<file path="config.mk">
export PLATFORM = sky130hd
export DESIGN_NAME = wpc_regs
export DESIGN_NICKNAME = d
export VERILOG_FILES = /design/src/design/wpc_pkg.sv /design/src/design/wpc_wake_decode.sv /design/src/design/wpc_regs.sv
export VERILOG_INCLUDE_DIRS = /design/src /design/src/design
export SDC_FILE = /design/constraint.sdc
export NUM_CORES = 1
export LEC_CHECK = 0
export BUFFER_PORTS_ARGS = -buffer_cell sky130_fd_sc_hd__buf_2
export CORE_UTILIZATION = 41
export DETAILED_ROUTE_END_ITERATION = 6
export GPL_TIMING_DRIVEN = 0
export MAX_ROUTING_LAYER = met4
export PLACE_DENSITY = 0.8
export SETUP_SLACK_MARGIN = 0.5
export SYNTH_ARGS = -nofsm -noshare
export SYNTH_HDL_FRONTEND = slang
export SYNTH_SLANG_ARGS = --single-unit
</file>
<file path="constraint.sdc">
create_clock -name clk -period 1.7 [get_ports clk]
set_input_delay 0.34 -clock clk [delete_from_list [all_inputs] [get_ports clk]]
set_output_delay 0.34 -clock clk [all_outputs]
set_load 0.1 [all_outputs]
</file>
<file path="src/design/wpc_defs.svh">
// constants for the wake pin and transceiver configuration registers
// Summary of operation
// host writes addr 000010 frame; reads with zeros
// register A packs pins 0,2,3,4 selections
// codes 00 none, 01 rising, 11 any
// code 10 wakes on falling or low
// fields reset only by power-on reset
// response: global flags high, content low byte
// register B: pin5, CAN, LIN fields, bit3 reserved
// CAN wake timeout 120 us or 2.8 ms
// LIN slew 20k, 10k, or fast
// low-supply bit gates LIN recessive forcing
`ifndef WPC_DEFS_SVH
`define WPC_DEFS_SVH
`define WPC_ADDR_CFG_A 6'h02
`define WPC_ADDR_CFG_B 6'h03
`define WPC_FRAME_WR_BIT 15
`define WPC_FRAME_ADDR_MSB 14
`define WPC_FRAME_ADDR_LSB 9
`define WPC_FRAME_PARITY_BIT 8
`define WPC_CFG_A_RESET 8'h00
`define WPC_CFG_B_RESET 8'h00
`define WPC_B_PIN5_MSB 7
`define WPC_B_PIN5_LSB 6
`define WPC_B_CAN_FAILSAFE_BIT 5
`define WPC_B_CAN_TIMEOUT_BIT 4
`define WPC_B_RESERVED_BIT 3
`define WPC_B_LIN_LOWSUP_BIT 2
`define WPC_B_LIN_RATE_MSB 1
`define WPC_B_LIN_RATE_LSB 0
`define WPC_CLK_PERIOD_NS 10
`define WPC_CAN_TO_SHORT_US 120
`define WPC_CAN_TO_LONG_US 2800
`define WPC_CAN_TO_SHORT_CYC (`WPC_CAN_TO_SHORT_US * 1000 / `WPC_CLK_PERIOD_NS)
`define WPC_CAN_TO_LONG_CYC (`WPC_CAN_TO_LONG_US * 1000 / `WPC_CLK_PERIOD_NS)
`endif

</file>
<file path="src/design/wpc_pkg.sv">
// types for the wake pin and transceiver configuration registers
package wpc_pkg;
   typedef enum logic [1:0] {
      WPC_WAKE_NONE = 2'h0,
      WPC_WAKE_RISE_HIGH = 2'h1,
      WPC_WAKE_FALL_LOW = 2'h2,
      WPC_WAKE_ANY_EDGE = 2'h3
   } wpc_wake_sel_type;
   typedef enum logic [1:0] {
      WPC_LIN_RATE_20K,
      WPC_LIN_RATE_10K,
      WPC_LIN_RATE_FAST
   } wpc_lin_rate_type;
endpackage

</file>
<file path="src/design/wpc_wake_decode.sv">
// decodes one pin wake selection into enable and polarity controls
`timescale 1ns/1ps
module wpc_wake_decode (
   input wire logic clk, // system clock
   input wire logic reset, // power-on reset, async, active high
   input wire logic [1:0] sel, // wake selection code
   output logic rise_en_r, // wake on rising edge or high level
   output logic fall_en_r // wake on falling edge or low level
);
   always_ff @(posedge clk or posedge reset) begin
      if (reset) begin
         rise_en_r <= 1'b0;
         fall_en_r <= 1'b0;
      end else begin
         unique case (wpc_pkg::wpc_wake_sel_type'(sel))
            wpc_pkg::WPC_WAKE_NONE: begin
               rise_en_r <= 1'b0;
               fall_en_r <= 1'b0;
            end
            wpc_pkg::WPC_WAKE_RISE_HIGH: begin
               rise_en_r <= 1'b1;
               fall_en_r <= 1'b0;
            end
            wpc_pkg::WPC_WAKE_FALL_LOW: begin
               rise_en_r <= 1'b0;
               fall_en_r <= 1'b1;
            end
            wpc_pkg::WPC_WAKE_ANY_EDGE: begin
               rise_en_r <= 1'b1;
               fall_en_r <= 1'b1;
            end
         endcase
      end
   end
endmodule

</file>
<file path="src/design/wpc_regs.sv">
// wake pin and transceiver configuration registers with frame response
`include "wpc_defs.svh"
`timescale 1ns/1ps
module wpc_regs (
   input wire logic clk, // system clock
   input wire logic reset, // power-on reset of main logic
   input wire logic frame_valid, // one-cycle pulse: frame received
   input wire logic [15:0] frame_in, // received host frame
   input wire logic [7:0] global_flags, // serial,wake,can,lin,io,pre,core,other
   input wire logic lin_supply_low, // supply below 7.0 V
   output logic resp_valid_r, // one-cycle pulse: response ready
   output logic [15:0] resp_data_r, // response frame
   output logic [7:0] cfg_a_r, // first wake register content
   output logic [7:0] cfg_b_r, // second wake register content
   output logic [4:0] wake_rise_en_r, // pins 0,2,3,4,5 rising/high wake
   output logic [4:0] wake_fall_en_r, // pins 0,2,3,4,5 falling/low wake
   output logic can_failsafe_sleep_r, // can sleeps instead of rx-only
   output logic [18:0] can_wake_timeout_cyc_r, // can wake timeout cycles
   output logic [1:0] lin_edge_rate_sel_r, // decoded lin slew setting
   output logic lin_force_recessive_r // lin driver held recessive
);
   logic wr;
   logic [5:0] addr;
   logic [1:0] pin_sel [5];
   logic [9:0] dec_q;

   assign wr = frame_in[`WPC_FRAME_WR_BIT];
   assign addr = frame_in[`WPC_FRAME_ADDR_MSB:`WPC_FRAME_ADDR_LSB];

   ////////////////////////////////////////////////////////////////////////
   // register writes; power-on reset is the only clear
   always_ff @(posedge clk or posedge reset) begin
      if (reset) begin
         cfg_a_r <= `WPC_CFG_A_RESET;
      end else if (frame_valid && wr && addr == `WPC_ADDR_CFG_A) begin
         cfg_a_r <= frame_in[7:0];
      end
   end

   always_ff @(posedge clk or posedge reset) begin
      if (reset) begin
         cfg_b_r <= `WPC_CFG_B_RESET;
      end else if (frame_valid && wr && addr == `WPC_ADDR_CFG_B) begin
         // reserved bit is kept zero whatever the host sends
         cfg_b_r <= frame_in[7:0] & 8'hF7;
      end
   end

   ////////////////////////////////////////////////////////////////////////
   // response: flags high, content after any write in the same frame
   always_ff @(posedge clk or posedge reset) begin
      if (reset) begin
         resp_valid_r <= 1'b0;
         resp_data_r <= 16'h0000;
      end else begin
         resp_valid_r <= 1'b0;
         if (frame_valid &&
             (addr == `WPC_ADDR_CFG_A || addr == `WPC_ADDR_CFG_B)) begin
            resp_valid_r <= 1'b1;
            resp_data_r[15:8] <= global_flags;
            if (addr == `WPC_ADDR_CFG_A) begin
               resp_data_r[7:0] <= wr ? frame_in[7:0] : cfg_a_r;
            end else begin
               resp_data_r[7:0] <= wr ? (frame_in[7:0] & 8'hF7)
                                      : cfg_b_r;
            end
         end
      end
   end

   ////////////////////////////////////////////////////////////////////////
   // per pin wake decoding
   assign pin_sel[0] = cfg_a_r[7:6];
   assign pin_sel[1] = cfg_a_r[5:4];
   assign pin_sel[2] = cfg_a_r[3:2];
   assign pin_sel[3] = cfg_a_r[1:0];
   assign pin_sel[4] = cfg_b_r[`WPC_B_PIN5_MSB:`WPC_B_PIN5_LSB];

   genvar g;
   generate
      for (g = 0; g < 5; g++) begin : g_pin
         wpc_wake_decode u_dec (
            .clk(clk),
            .reset(reset),
            .sel(pin_sel[g]),
            .rise_en_r(dec_q[2*g]),
            .fall_en_r(dec_q[2*g+1])
         );
      end
   endgenerate

   always_ff @(posedge clk or posedge reset) begin
      if (reset) begin
         wake_rise_en_r <= 5'h00;
         wake_fall_en_r <= 5'h00;
      end else begin
         for (int i = 0; i < 5; i++) begin
            wake_rise_en_r[i] <= dec_q[2*i];
            wake_fall_en_r[i] <= dec_q[2*i+1];
         end
      end
   end

   ////////////////////////////////////////////////////////////////////////
   // transceiver controls
   always_ff @(posedge clk or posedge reset) begin
      if (reset) begin
         can_failsafe_sleep_r <= 1'b0;
         can_wake_timeout_cyc_r <= 19'(`WPC_CAN_TO_SHORT_CYC);
      end else begin
         can_failsafe_sleep_r <= cfg_b_r[`WPC_B_CAN_FAILSAFE_BIT];
         can_wake_timeout_cyc_r <= cfg_b_r[`WPC_B_CAN_TIMEOUT_BIT]
            ? 19'(`WPC_CAN_TO_LONG_CYC)
            : 19'(`WPC_CAN_TO_SHORT_CYC);
      end
   end

   always_ff @(posedge clk or posedge reset) begin
      if (reset) begin
         lin_edge_rate_sel_r <= 2'h0;
      end else if (cfg_b_r[`WPC_B_LIN_RATE_MSB]) begin
         lin_edge_rate_sel_r <= wpc_pkg::WPC_LIN_RATE_FAST;
      end else if (cfg_b_r[`WPC_B_LIN_RATE_LSB]) begin
         lin_edge_rate_sel_r <= wpc_pkg::WPC_LIN_RATE_10K;
      end else begin
         lin_edge_rate_sel_r <= wpc_pkg::WPC_LIN_RATE_20K;
      end
   end

   always_ff @(posedge clk or posedge reset) begin
      if (reset) begin
         lin_force_recessive_r <= 1'b0;
      end else begin
         lin_force_recessive_r <= lin_supply_low &&
            !cfg_b_r[`WPC_B_LIN_LOWSUP_BIT];
      end
   end
endmodule

</file>
After elaboration in Yosys (flattened, before gate mapping)
Cells that the tools add are included.
{"block": "op_classes", "n_div": 0, "n_mul": 0, "add_sub_neg": 0, "reduce_logical": 32, "n_lt_le_gt_ge": 0, "eq_ne": 17, "mux": 17, "bitwise_logic": 0, "shift": 0}
{"op": "OR reduction 2 bit", "count": 20}
{"op": "2-to-1 mux 8 bit", "count": 3}
{"op": "== test 2 bit, second input constant", "count": 10}
{"op": "one-hot mux 1 bit (2 select lines)", "count": 10}
{"op": "2-to-1 mux 19 bit", "count": 1}
{"op": "== test 6 x 2 -> 1 bit, second input constant", "count": 2}
{"op": "== test 2 x 1 -> 1 bit, second input constant", "count": 5}
{"op": "logical NOT 2 bit", "count": 5}
{"op": "logical AND 1 bit", "count": 5}
{"op": "2-to-1 mux 1 bit", "count": 2}
{"op": "2-to-1 mux 2 bit", "count": 1}
{"op": "logical NOT 1 bit", "count": 1}
{"op": "logical OR 1 bit", "count": 1}
{"block": "word_totals", "ff_bits": 75, "latch_bits": 0, "word_cells": 86, "ramBits": 0, "out_inout_bits": 66, "inputBits": 28, "mem_count": 0, "romBits": 0}

Logic depth before layout (Yosys ltp)
Gate-level depths: netlist of the first run.
{"block": "logic_depth", "word_depth": 4, "ltp_mapped": 6, "ltp_nobuf": 4}

Cells and area by module
A second synthesis of the first run with hierarchy kept.
{"block": "hier_totals", "hier_cells": 186, "hier_area_um2": 2411.1}
{"mod": "wpc_regs", "seq_area_each_um2": 1202.4, "cells_each": 161, "n_inst": 1, "area_per_inst_um2": 2104.5}
{"mod": "wpc_wake_decode", "seq_area_each_um2": 50.0, "cells_each": 5, "n_inst": 5, "area_per_inst_um2": 61.3}

Least setup slack after synthesis of the first run
Ideal clock, no wire load.
{"block": "synth_timing", "path_kind": "in2reg", "start": "input port frame_in[14]", "end": "register resp_data_r[10]", "required_ns": 1.574, "setup_ns": 0.126, "arrival_time_ns": 1.851, "n_path_buf": 2, "cell_stages": 6, "path_slack_ns": -0.278, "path_cell_list": "or4b_1 -> buf_6 -> or3_1 -> buf_6 -> inv_12 -> mux2_4"}
{"block": "synth_between", "elab_chain_len": 3, "elab_cells_between_ends": 4, "cone_classes": "eq/ne: 2; reduce/logical: 2"}
{"element": "from (decl)", "line_no": "wpc_regs.sv:8", "source": "input wire logic [15:0] frame_in,"}
{"element": "== test 6 x 2 -> 1 bit (no line)"}
{"element": "logical OR 1 bit (no line) *"}
{"element": "logical AND 1 bit *", "line_no": "wpc_regs.sv:57", "source": "if (frame_valid &&"}
{"element": "to (signal assigned)", "line_no": "wpc_regs.sv:60", "source": "resp_data_r[15:8] <= global_flags;"}
{"element": "to (decl)", "line_no": "wpc_regs.sv:12", "source": "output logic [15:0] resp_data_r,"}
Mark *: on every way between the ends. The rest lies on a longest branch, timed or not.
A chain may end at the register's enable or synchronous reset.

Worst setup path after layout of the first run
{"block": "layout_timing", "start": "input port frame_in[14]", "end": "register resp_data_r[3]"}
{"block": "layout_between", "elab_chain_len": 3, "elab_cells_between_ends": 5, "cone_classes": "eq/ne: 2; mux: 1; reduce/logical: 2"}
{"element": "== test 6 x 2 -> 1 bit (no line)"}
{"element": "logical OR 1 bit (no line)"}
{"element": "logical AND 1 bit", "line_no": "wpc_regs.sv:57"}
{"element": "to (signal assigned)", "line_no": "wpc_regs.sv:62", "source": "resp_data_r[7:0] <= wr ? frame_in[7:0] : cfg_a_r;"}
{"element": "to (signal assigned)", "line_no": "wpc_regs.sv:64", "source": "resp_data_r[7:0] <= wr ? (frame_in[7:0] & 8'hF7)"}
Parallel ways exist; a longest one is shown, timed or not.

==> metrics.md, run 1 <==
| Metric | Value |
|---|---|
| Finished Cell Area | `4630 sq um` |
| Final core occ | `around 82%` |
| Pleak | `~2.2 nW` |
| Vias in the first global route | `1994` |
| Tot Pwr | `slightly above 5 mW` |
| Clk Latency, worst-skew pair | `0.33 ns` |
| Endpoints failing hold | `0` |
| Most numerous cell in the Yosys netlist | `dfrtp_1` |
| Seq/Total Area, Yosys | `approximately three fifths` |
| Pre-Repair DR Iteration Count | `4` |
| Largest net degree at the start of global routing | `around 60` |
| Critical Path RT | `between 1.5 and 2 ns` |
| Area leader, netlist | `dfrtp_1` |
| Layout cells sized above 1 | `74.9%` |
| Asr flop ratio synth | `100%` |
| Detailed Place HPWL | `between 3 and 4 mm` |
| Rel. slew slack | `60.6%` |
| Status | `finished with violations` |
| Slew Limit Fails | `0` |
| Largest cells by area after synthesis | `dfrtp_1, mux2_2, buf_4, mux2_4, mux2_1` |
| Crit end category | `flip-flop` |
| Routed Antenna Nets | `0` |
| Crit path from | `frame_in[14]` |
| Clock slew at reported path FFs | `about 0.07 ns` |
| Data arrival, critical path | `between 1.5 and 2 ns` |
| Total Nets Final | `346` |
| GP Congestion | `between 0.7 and 0.8` |
| Total die area | `6300 sq um` |
| N_diodes | `0` |
| PortBufs | `between 70 and 80` |
| Synth cell types | `26` |
| Initial Utilization | `between 40% and 50%` |
| Crit share post-route | `102%` |
| Gr usage total | `between 20% and 30%` |
| Min-delay worst type | `in2async` |
| Startpoint Class | `input pin` |
| DR DRC count | `0` |
| Io pins | `94` |
| Fmax | `~580 MHz` |
| # rows | `27` |
| Mapped cell area | `~2500 sq um` |
| Violated checks | `setup timing` |
| EDFF count, synth | `0` |
| CORE AREA | `between 5000 and 6000 sq um` |
| Wire per inst | `around 17 um` |
| Area grow syn2layout | `88.5%` |
| Starting DRT DRC Count | `64` |
| Number of max-cap violations | `0` |
| Routed wire length | `6.72 mm` |
| Fill cells | `282` |
| Gr ovfl total | `0` |
| Final setup viols | `9` |
| Final TNS setup | `-0.261 ns` |
| Actual transition at the worst max-transition pin | `~0.6 ns` |
| Die W | `79.4 um` |
| Cts hold-fix bufs | `0` |
| Die height | `~79 um` |
| Worst clock skew | `0.00493 ns` |
| Vias | `1864` |
| Via/cell ratio | `~4.7` |
| Top cell type's share of synthesized area | `58.1%` |
| Clock Path Buffers | `2` |
| Yosys reg bits | `58` |
| Synthesis Warnings | `0` |
| Syn avg cell area | `about 14 sq um` |
| Pwr Density | `around 1100 nW/um^2` |
| Clock root buffer | `clkbuf_8` |
| Placed inst area | `around 3100 sq um` |
| R2R Path Start | `cfg_a_r[6]$_DFFE_PP0P_` |
| Leading cell types by count after synthesis | `dfrtp_1, buf_4, mux2_2` |
| Num CTS Buffers | `9` |
| Setup ws final | `-0.0333 ns` |
| Htree depth | `3` |
| CP max FO | `6` |
| Post-Synthesis Cells | `approximately 180` |
| Initial antenna violation count | `0` |
| Top_reg_cell synth | `dfrtp_1` |
| Worst vdd ir | `around 0.71 mV` |
| Unrepaired setup endpoints after global routing | `true` |
| Clk sinks | `58` |
| Kind of critical path | `in2reg` |
| CTS tree | `built` |
| First-pass GRT wire length | `just over 10 mm` |
| Final worst path period need | `between 1.5 and 2 ns` |
-- repair_timing --
action,in CTS,in global routing
pin swaps,8,4
resized for setup,238,9
setup endpoints to repair,85,85
cloned,1,0
buffers inserted,30,8
-- power by group --
part	switching, mW	leakage [nW]	total, mW	internal [mW]
logic	1.37	1.34	2.22	0.845
clock network	0.534	0.101	1.29	0.757
registers	0.146	0.719	1.69	1.54
total	2.05	2.16	5.19	3.14
-- layer usage --
layer / wire length [um] / up-vias / share of wire [%] / GRT usage [%]
met5: 0 / - / 0 / -
met2: 3620 / 68 / 54 / 38.2
met4: 161 / 0 / 2.4 / 11.6
met3: 316 / 15 / 4.7 / 5.83
li1: - / 862 / - / -
met1: 2620 / 919 / 39 / 26.7
-- metrics by stage --
stage,setup slack [ns],hold slack (ns),std cells
2_1_floorplan,-0.261,0.331,189
3_3_place_gp,-0.578,0.331,339
3_5_place_dp,-0.576,0.336,339
4_1_cts,-0.0117,0.215,386
5_1_grt,-0.0582,0.108,395
6_report,-0.0333,0.0706,395
-- cells in the final DEF (no fill, tap or decap), types with 7 or more instances in the layout --
| master | count |
|---|---|
| buf_12 | 57 |
| buf_4 | 47 |
| dfrtp_2 | 37 |
| mux2_4 | 24 |
| buf_2 | 23 |
| dfrtp_1 | 19 |
| clkbuf_1 | 14 |
| conb_1 | 13 |
| clkbuf_8 | 11 |
| mux2_2 | 9 |
| buf_6 | 8 |
| nor3_1 | 8 |
| a21oi_1 | 7 |
-- critical path, stage by stage --
cell and delay [ns]:
buf_6 0.09, or4b_4 0.53, buf_6 0.13, or3_1 0.31
buf_6 0.17, inv_8 0.08, mux2_4 0.29
-- sequential cells by signal, summed over array words and instances (netlist names), 2 cells and up --
signal / count
can_wake_timeout_cyc_r: 2
lin_edge_rate_sel_r: 2
wake_rise_en_r: 5
g_pin.u_dec.fall_en_r: 5
g_pin.u_dec.rise_en_r: 5
resp_data_r: 16
wake_fall_en_r: 5
cfg_b_r: 7
cfg_a_r: 8
-- final timing paths --
path                                                         to  slack (ns)  cells past startpoint
min reg2reg                         wake_rise_en_r[3]$_DFF_PP0_        0.35                      0
max reg2reg                          resp_data_r[6]$_DFFE_PP0P_        0.32                      4
max                                  resp_data_r[3]$_DFFE_PP0P_       -0.03                      7
max in group asynchronous  can_wake_timeout_cyc_r[13]$_DFF_PP1_        1.03                      3
min in group clk                lin_force_recessive_r$_DFF_PP0_        0.23                      2
min                                  resp_data_r[8]$_DFFE_PP0P_        0.07                      2
-- cell type report --
class | instances | area (sq um) | share of cell area, %
Timing Repair Buffer | 117 | 1560 | 33.6
Sequential cell | 58 | 1510 | 32.5
Buffer | 35 | 288 | 6.22
Tap cell | 72 | 90.1 | 1.95
Inverter | 4 | 31.3 | 0.676
Multi-Input combinational cell | 92 | 948 | 20.5
Clock buffer | 14 | 163 | 3.51
Timing Repair inverter | 1 | 11.3 | 0.243
Clock inverter | 2 | 35.0 | 0.757
-- logic make-up after synthesis --
group | Yosys count | share of synthesized area, %
AO/OA/AOI/OAI | 21 | 5.71
buffers and inverters | 39 | 9.93
flip-flops | 58 | 59.1
multiplexers | 39 | 19.2
other | 2 | 0.306
AND/OR/NAND/NOR | 19 | 5.71
Power figures use the tool's default switching activity.
==> run 2: changes to the inputs <==
--- a/config.mk
+++ b/config.mk
@@ -8,11 +8,13 @@
 export LEC_CHECK = 0
 export BUFFER_PORTS_ARGS = -buffer_cell sky130_fd_sc_hd__buf_2
 export CORE_UTILIZATION = 41
+export CTS_BUF_LIST = sky130_fd_sc_hd__clkbuf_2 sky130_fd_sc_hd__clkbuf_4 sky130_fd_sc_hd__clkbuf_8
 export DETAILED_ROUTE_END_ITERATION = 6
 export GPL_TIMING_DRIVEN = 0
 export MAX_ROUTING_LAYER = met4
 export PLACE_DENSITY = 0.8
 export SETUP_SLACK_MARGIN = 0.5
+export SLEW_MARGIN = 20
 export SYNTH_ARGS = -nofsm -noshare
 export SYNTH_HDL_FRONTEND = slang
 export SYNTH_SLANG_ARGS = --single-unit
==> metrics.md, run 2 (synthesis gave the netlist of run 1 again) <==
| Metric | Value |
|---|---|
| Critical Path RT | `1.93 ns (about the same)` |
| Total die area | `6300 sq um (unchanged)` |
| DR DRC count | `0 (unchanged)` |
| Vias in the first global route | `2035 (+2.1%)` |
| First-pass GRT wire length | `10.4 mm (+2.5%)` |
| Clk Latency, worst-skew pair | `0.34 ns (about the same)` |
| Gate power share | `41.9% (-0.8 points)` |
| Pleak | `2.20 nW (+2.0%)` |
| Kind of critical path | `in2reg` |
| Layout cells sized above 1 | `75.6% (+0.69 points)` |
| Gr usage total | `23.8% (+0.47 points)` |
| Num CTS Buffers | `9 (unchanged)` |
| Crit share post-route | `102% (+0.31 points)` |
| CP max FO | `6 (unchanged)` |
| Met3 Use GR | `8.11% (+2.3 points)` |
| Setup WS pre-CTS | `-0.567 ns (+0.00935 ns)` |
| GP Congestion | `0.752 (unchanged)` |
| Clock slew at reported path FFs | `0.07 ns (about the same)` |
| Crit end category | `flip-flop` |
| CORE AREA | `5640 sq um (unchanged)` |
| Clock root buffer | `clkbuf_8` |
| N_diodes | `0 (unchanged)` |
| Switching share of power | `38.4% (-1.1 points)` |
| Min-delay worst type | `in2async` |
| Final setup viols | `11 (+2)` |
| Data arrival, critical path | `1.97 ns (+0.02 ns)` |
| Total Nets Final | `351 (+1.4%)` |
| Gr ovfl total | `0 (unchanged)` |
| Clk sinks | `58 (unchanged)` |
| Top flop regs | `resp_data_r (16), cfg_a_r (8), cfg_b_r (7)` |
| Slew Limit Fails | `0 (unchanged)` |
| Fmax | `575 MHz (-0.30%)` |
| Startpoint Class | `input pin` |
| Clock Path Buffers | `2 (unchanged)` |
| Status | `finished with violations` |
| Placed inst area | `3190 sq um (+1.8%)` |
| Worst vdd ir | `0.796 mV (+12%)` |
| GR Layer Usage met2 | `41.3% (+3.1 points)` |
| Final worst path period need | `1.74 ns (+0.00519 ns)` |
| PortBufs | `78 (unchanged)` |
| Die height | `79.4 um (unchanged)` |
| Rel. slew slack | `55.1% (-5.5 points)` |
| Area grow syn2layout | `90.5%` |
| Routed Antenna Nets | `0 (unchanged)` |
| CTS tree | `built` |
| Endpoints failing hold | `0 (unchanged)` |
| Htree depth | `3 (unchanged)` |
| NetSw | `2.05 mW (-0.27%)` |
| Pre-Repair DR Iteration Count | `4 (unchanged)` |
| Final TNS setup | `-0.266 ns (-0.00505 ns)` |
| Routed wire length | `6.67 mm (-0.79%)` |
| Via/cell ratio | `4.79 (+1.5%)` |
| Hold_ws | `0.0478 ns (-0.0227 ns)` |
| Violated checks | `setup timing` |
| Vias | `1916 (+2.8%)` |
| Detailed Place HPWL | `3.60 mm (+4.1%)` |
| Setup ws final | `-0.0385 ns (-0.00519 ns)` |
| Pwr Density | `1140 nW/um^2 (+1.4%)` |
| Initial antenna violation count | `0 (unchanged)` |
| Global routing usage on met1 | `25.5% (-1.2 points)` |
| Most flops, register | `resp_data_r` |
| Sequential share of power | `31.6% (-0.9 points)` |
| Global routing's busiest layer | `met2` |
| Starting DRT DRC Count | `59 (-7.8%)` |
| Unrepaired setup endpoints after global routing | `true` |
| Most frequent cells in the layout | `buf_12, buf_4, dfrtp_2, mux2_4, buf_2` |
| Power share of the clock group | `26.6% (+1.7 points)` |
| Io pins | `94 (unchanged)` |
| P_int | `3.27 mW (+4.3%)` |
| Max FFs per register | `16 (unchanged)` |
| Most common cell after layout, fill and taps aside | `buf_12` |
| Die W | `79.4 um (unchanged)` |
| Wire per inst | `16.7 um (-2.0%)` |
| Worst clock skew | `0.00629 ns (+0.00135 ns)` |
| Actual transition at the worst max-transition pin | `0.674 ns (+0.0839 ns)` |
| Largest net degree at the start of global routing | `24 (-59%)` |
| Finished Cell Area | `4680 sq um (+1.1%)` |
| Fill cells | `278 (-1.4%)` |
| Initial Utilization | `43.5% (unchanged)` |
| # rows | `27 (unchanged)` |
| Number of max-cap violations | `0 (unchanged)` |
## run 2: cell count changes in the layout (fill, tap and decap cells not counted), sizes merged
cell / previous run / this run
dlymetal6s4s: 0 / 1
clkinvlp: 1 / 2
clkbuf: 25 / 22
buf: 141 / 145
clkinv: 1 / 2
bufinv: 1 / 2
## run 2: metal layers
metal | part of all wire [%] | wire length, um | vias to the layer above
met2 | 55 | 3670 | 73
met4 | 1.1 | 74 | 0
met3 | 6.0 | 403 | 10
met5 | 0 | 0 | -
met1 | 38 | 2520 | 959
li1 | - | - | 874
## run 2: metrics by stage
step / cells / utilization, % / power (mW)
final: 400 / 82.9 / 5.32
after global routing: 400 / 82.9 / 5.51
after CTS: 390 / 80.8 / 5.27
after detailed placement: 341 / 56.6 / 3.25
after global placement: 339 / 55.6 / 3.21
after floorplan: 189 / - / 3.00
## run 2: critical path: stages
cell and delay (ns):
buf_6 0.10, or4b_4 0.53, buf_6 0.13, or3_1 0.31, buf_6 0.16, inv_6 0.08, mux2_4 0.30
## run 2: path summary, 6_finish.rpt
path	from	to	slack, ns	depth (start not counted)
worst min-delay path	reset	wake_rise_en_r[3]$_DFF_PP0_	0.05	3
worst max-delay path	frame_in[14]	resp_data_r[14]$_DFFE_PP0P_	-0.04	7
worst max register to register	cfg_a_r[6]$_DFFE_PP0P_	resp_data_r[6]$_DFFE_PP0P_	0.31	4
max in group asynchronous	reset	wake_fall_en_r[2]$_DFF_PP0_	0.88	3
min in group clk	lin_supply_low	lin_force_recessive_r$_DFF_PP0_	0.22	2
worst min register to register	g_pin[4].u_dec.fall_en_r$_DFF_PP0_	wake_fall_en_r[4]$_DFF_PP0_	0.35	0
## run 2: final cells by class
class,count,area (sq um),area share (%)
plain buffers,35,288,6.15
clock buffers,11,145,3.10
clock inverters,5,77.6,1.66
inverters,4,31.3,0.668
multi-input cells,92,926,19.8
flip-flops and latches,58,1510,32.2
well taps,72,90.1,1.93
repair buffers,122,1610,34.3
repair inverters,1,8.76,0.187
## run 2: power groups by stage
stage	combinational [mW]	sequential (mW)	clock, mW
3_5_place_dp	1.61	1.64	0
4_1_cts	2.15	1.68	1.45
5_1_grt	2.29	1.69	1.52
2_1_floorplan	0.476	2.52	0
6_report	2.23	1.68	1.41
3_3_place_gp	1.58	1.63	0
## run 2: timing repair
item	4_1_cts	5_1_grt
hold endpoints to repair	15	0
gates resized for setup	235	8
hold buffers	1	0
cloned	1	0
pin swaps	7	4
setup buffers	31	10
setup endpoints to repair	85	100
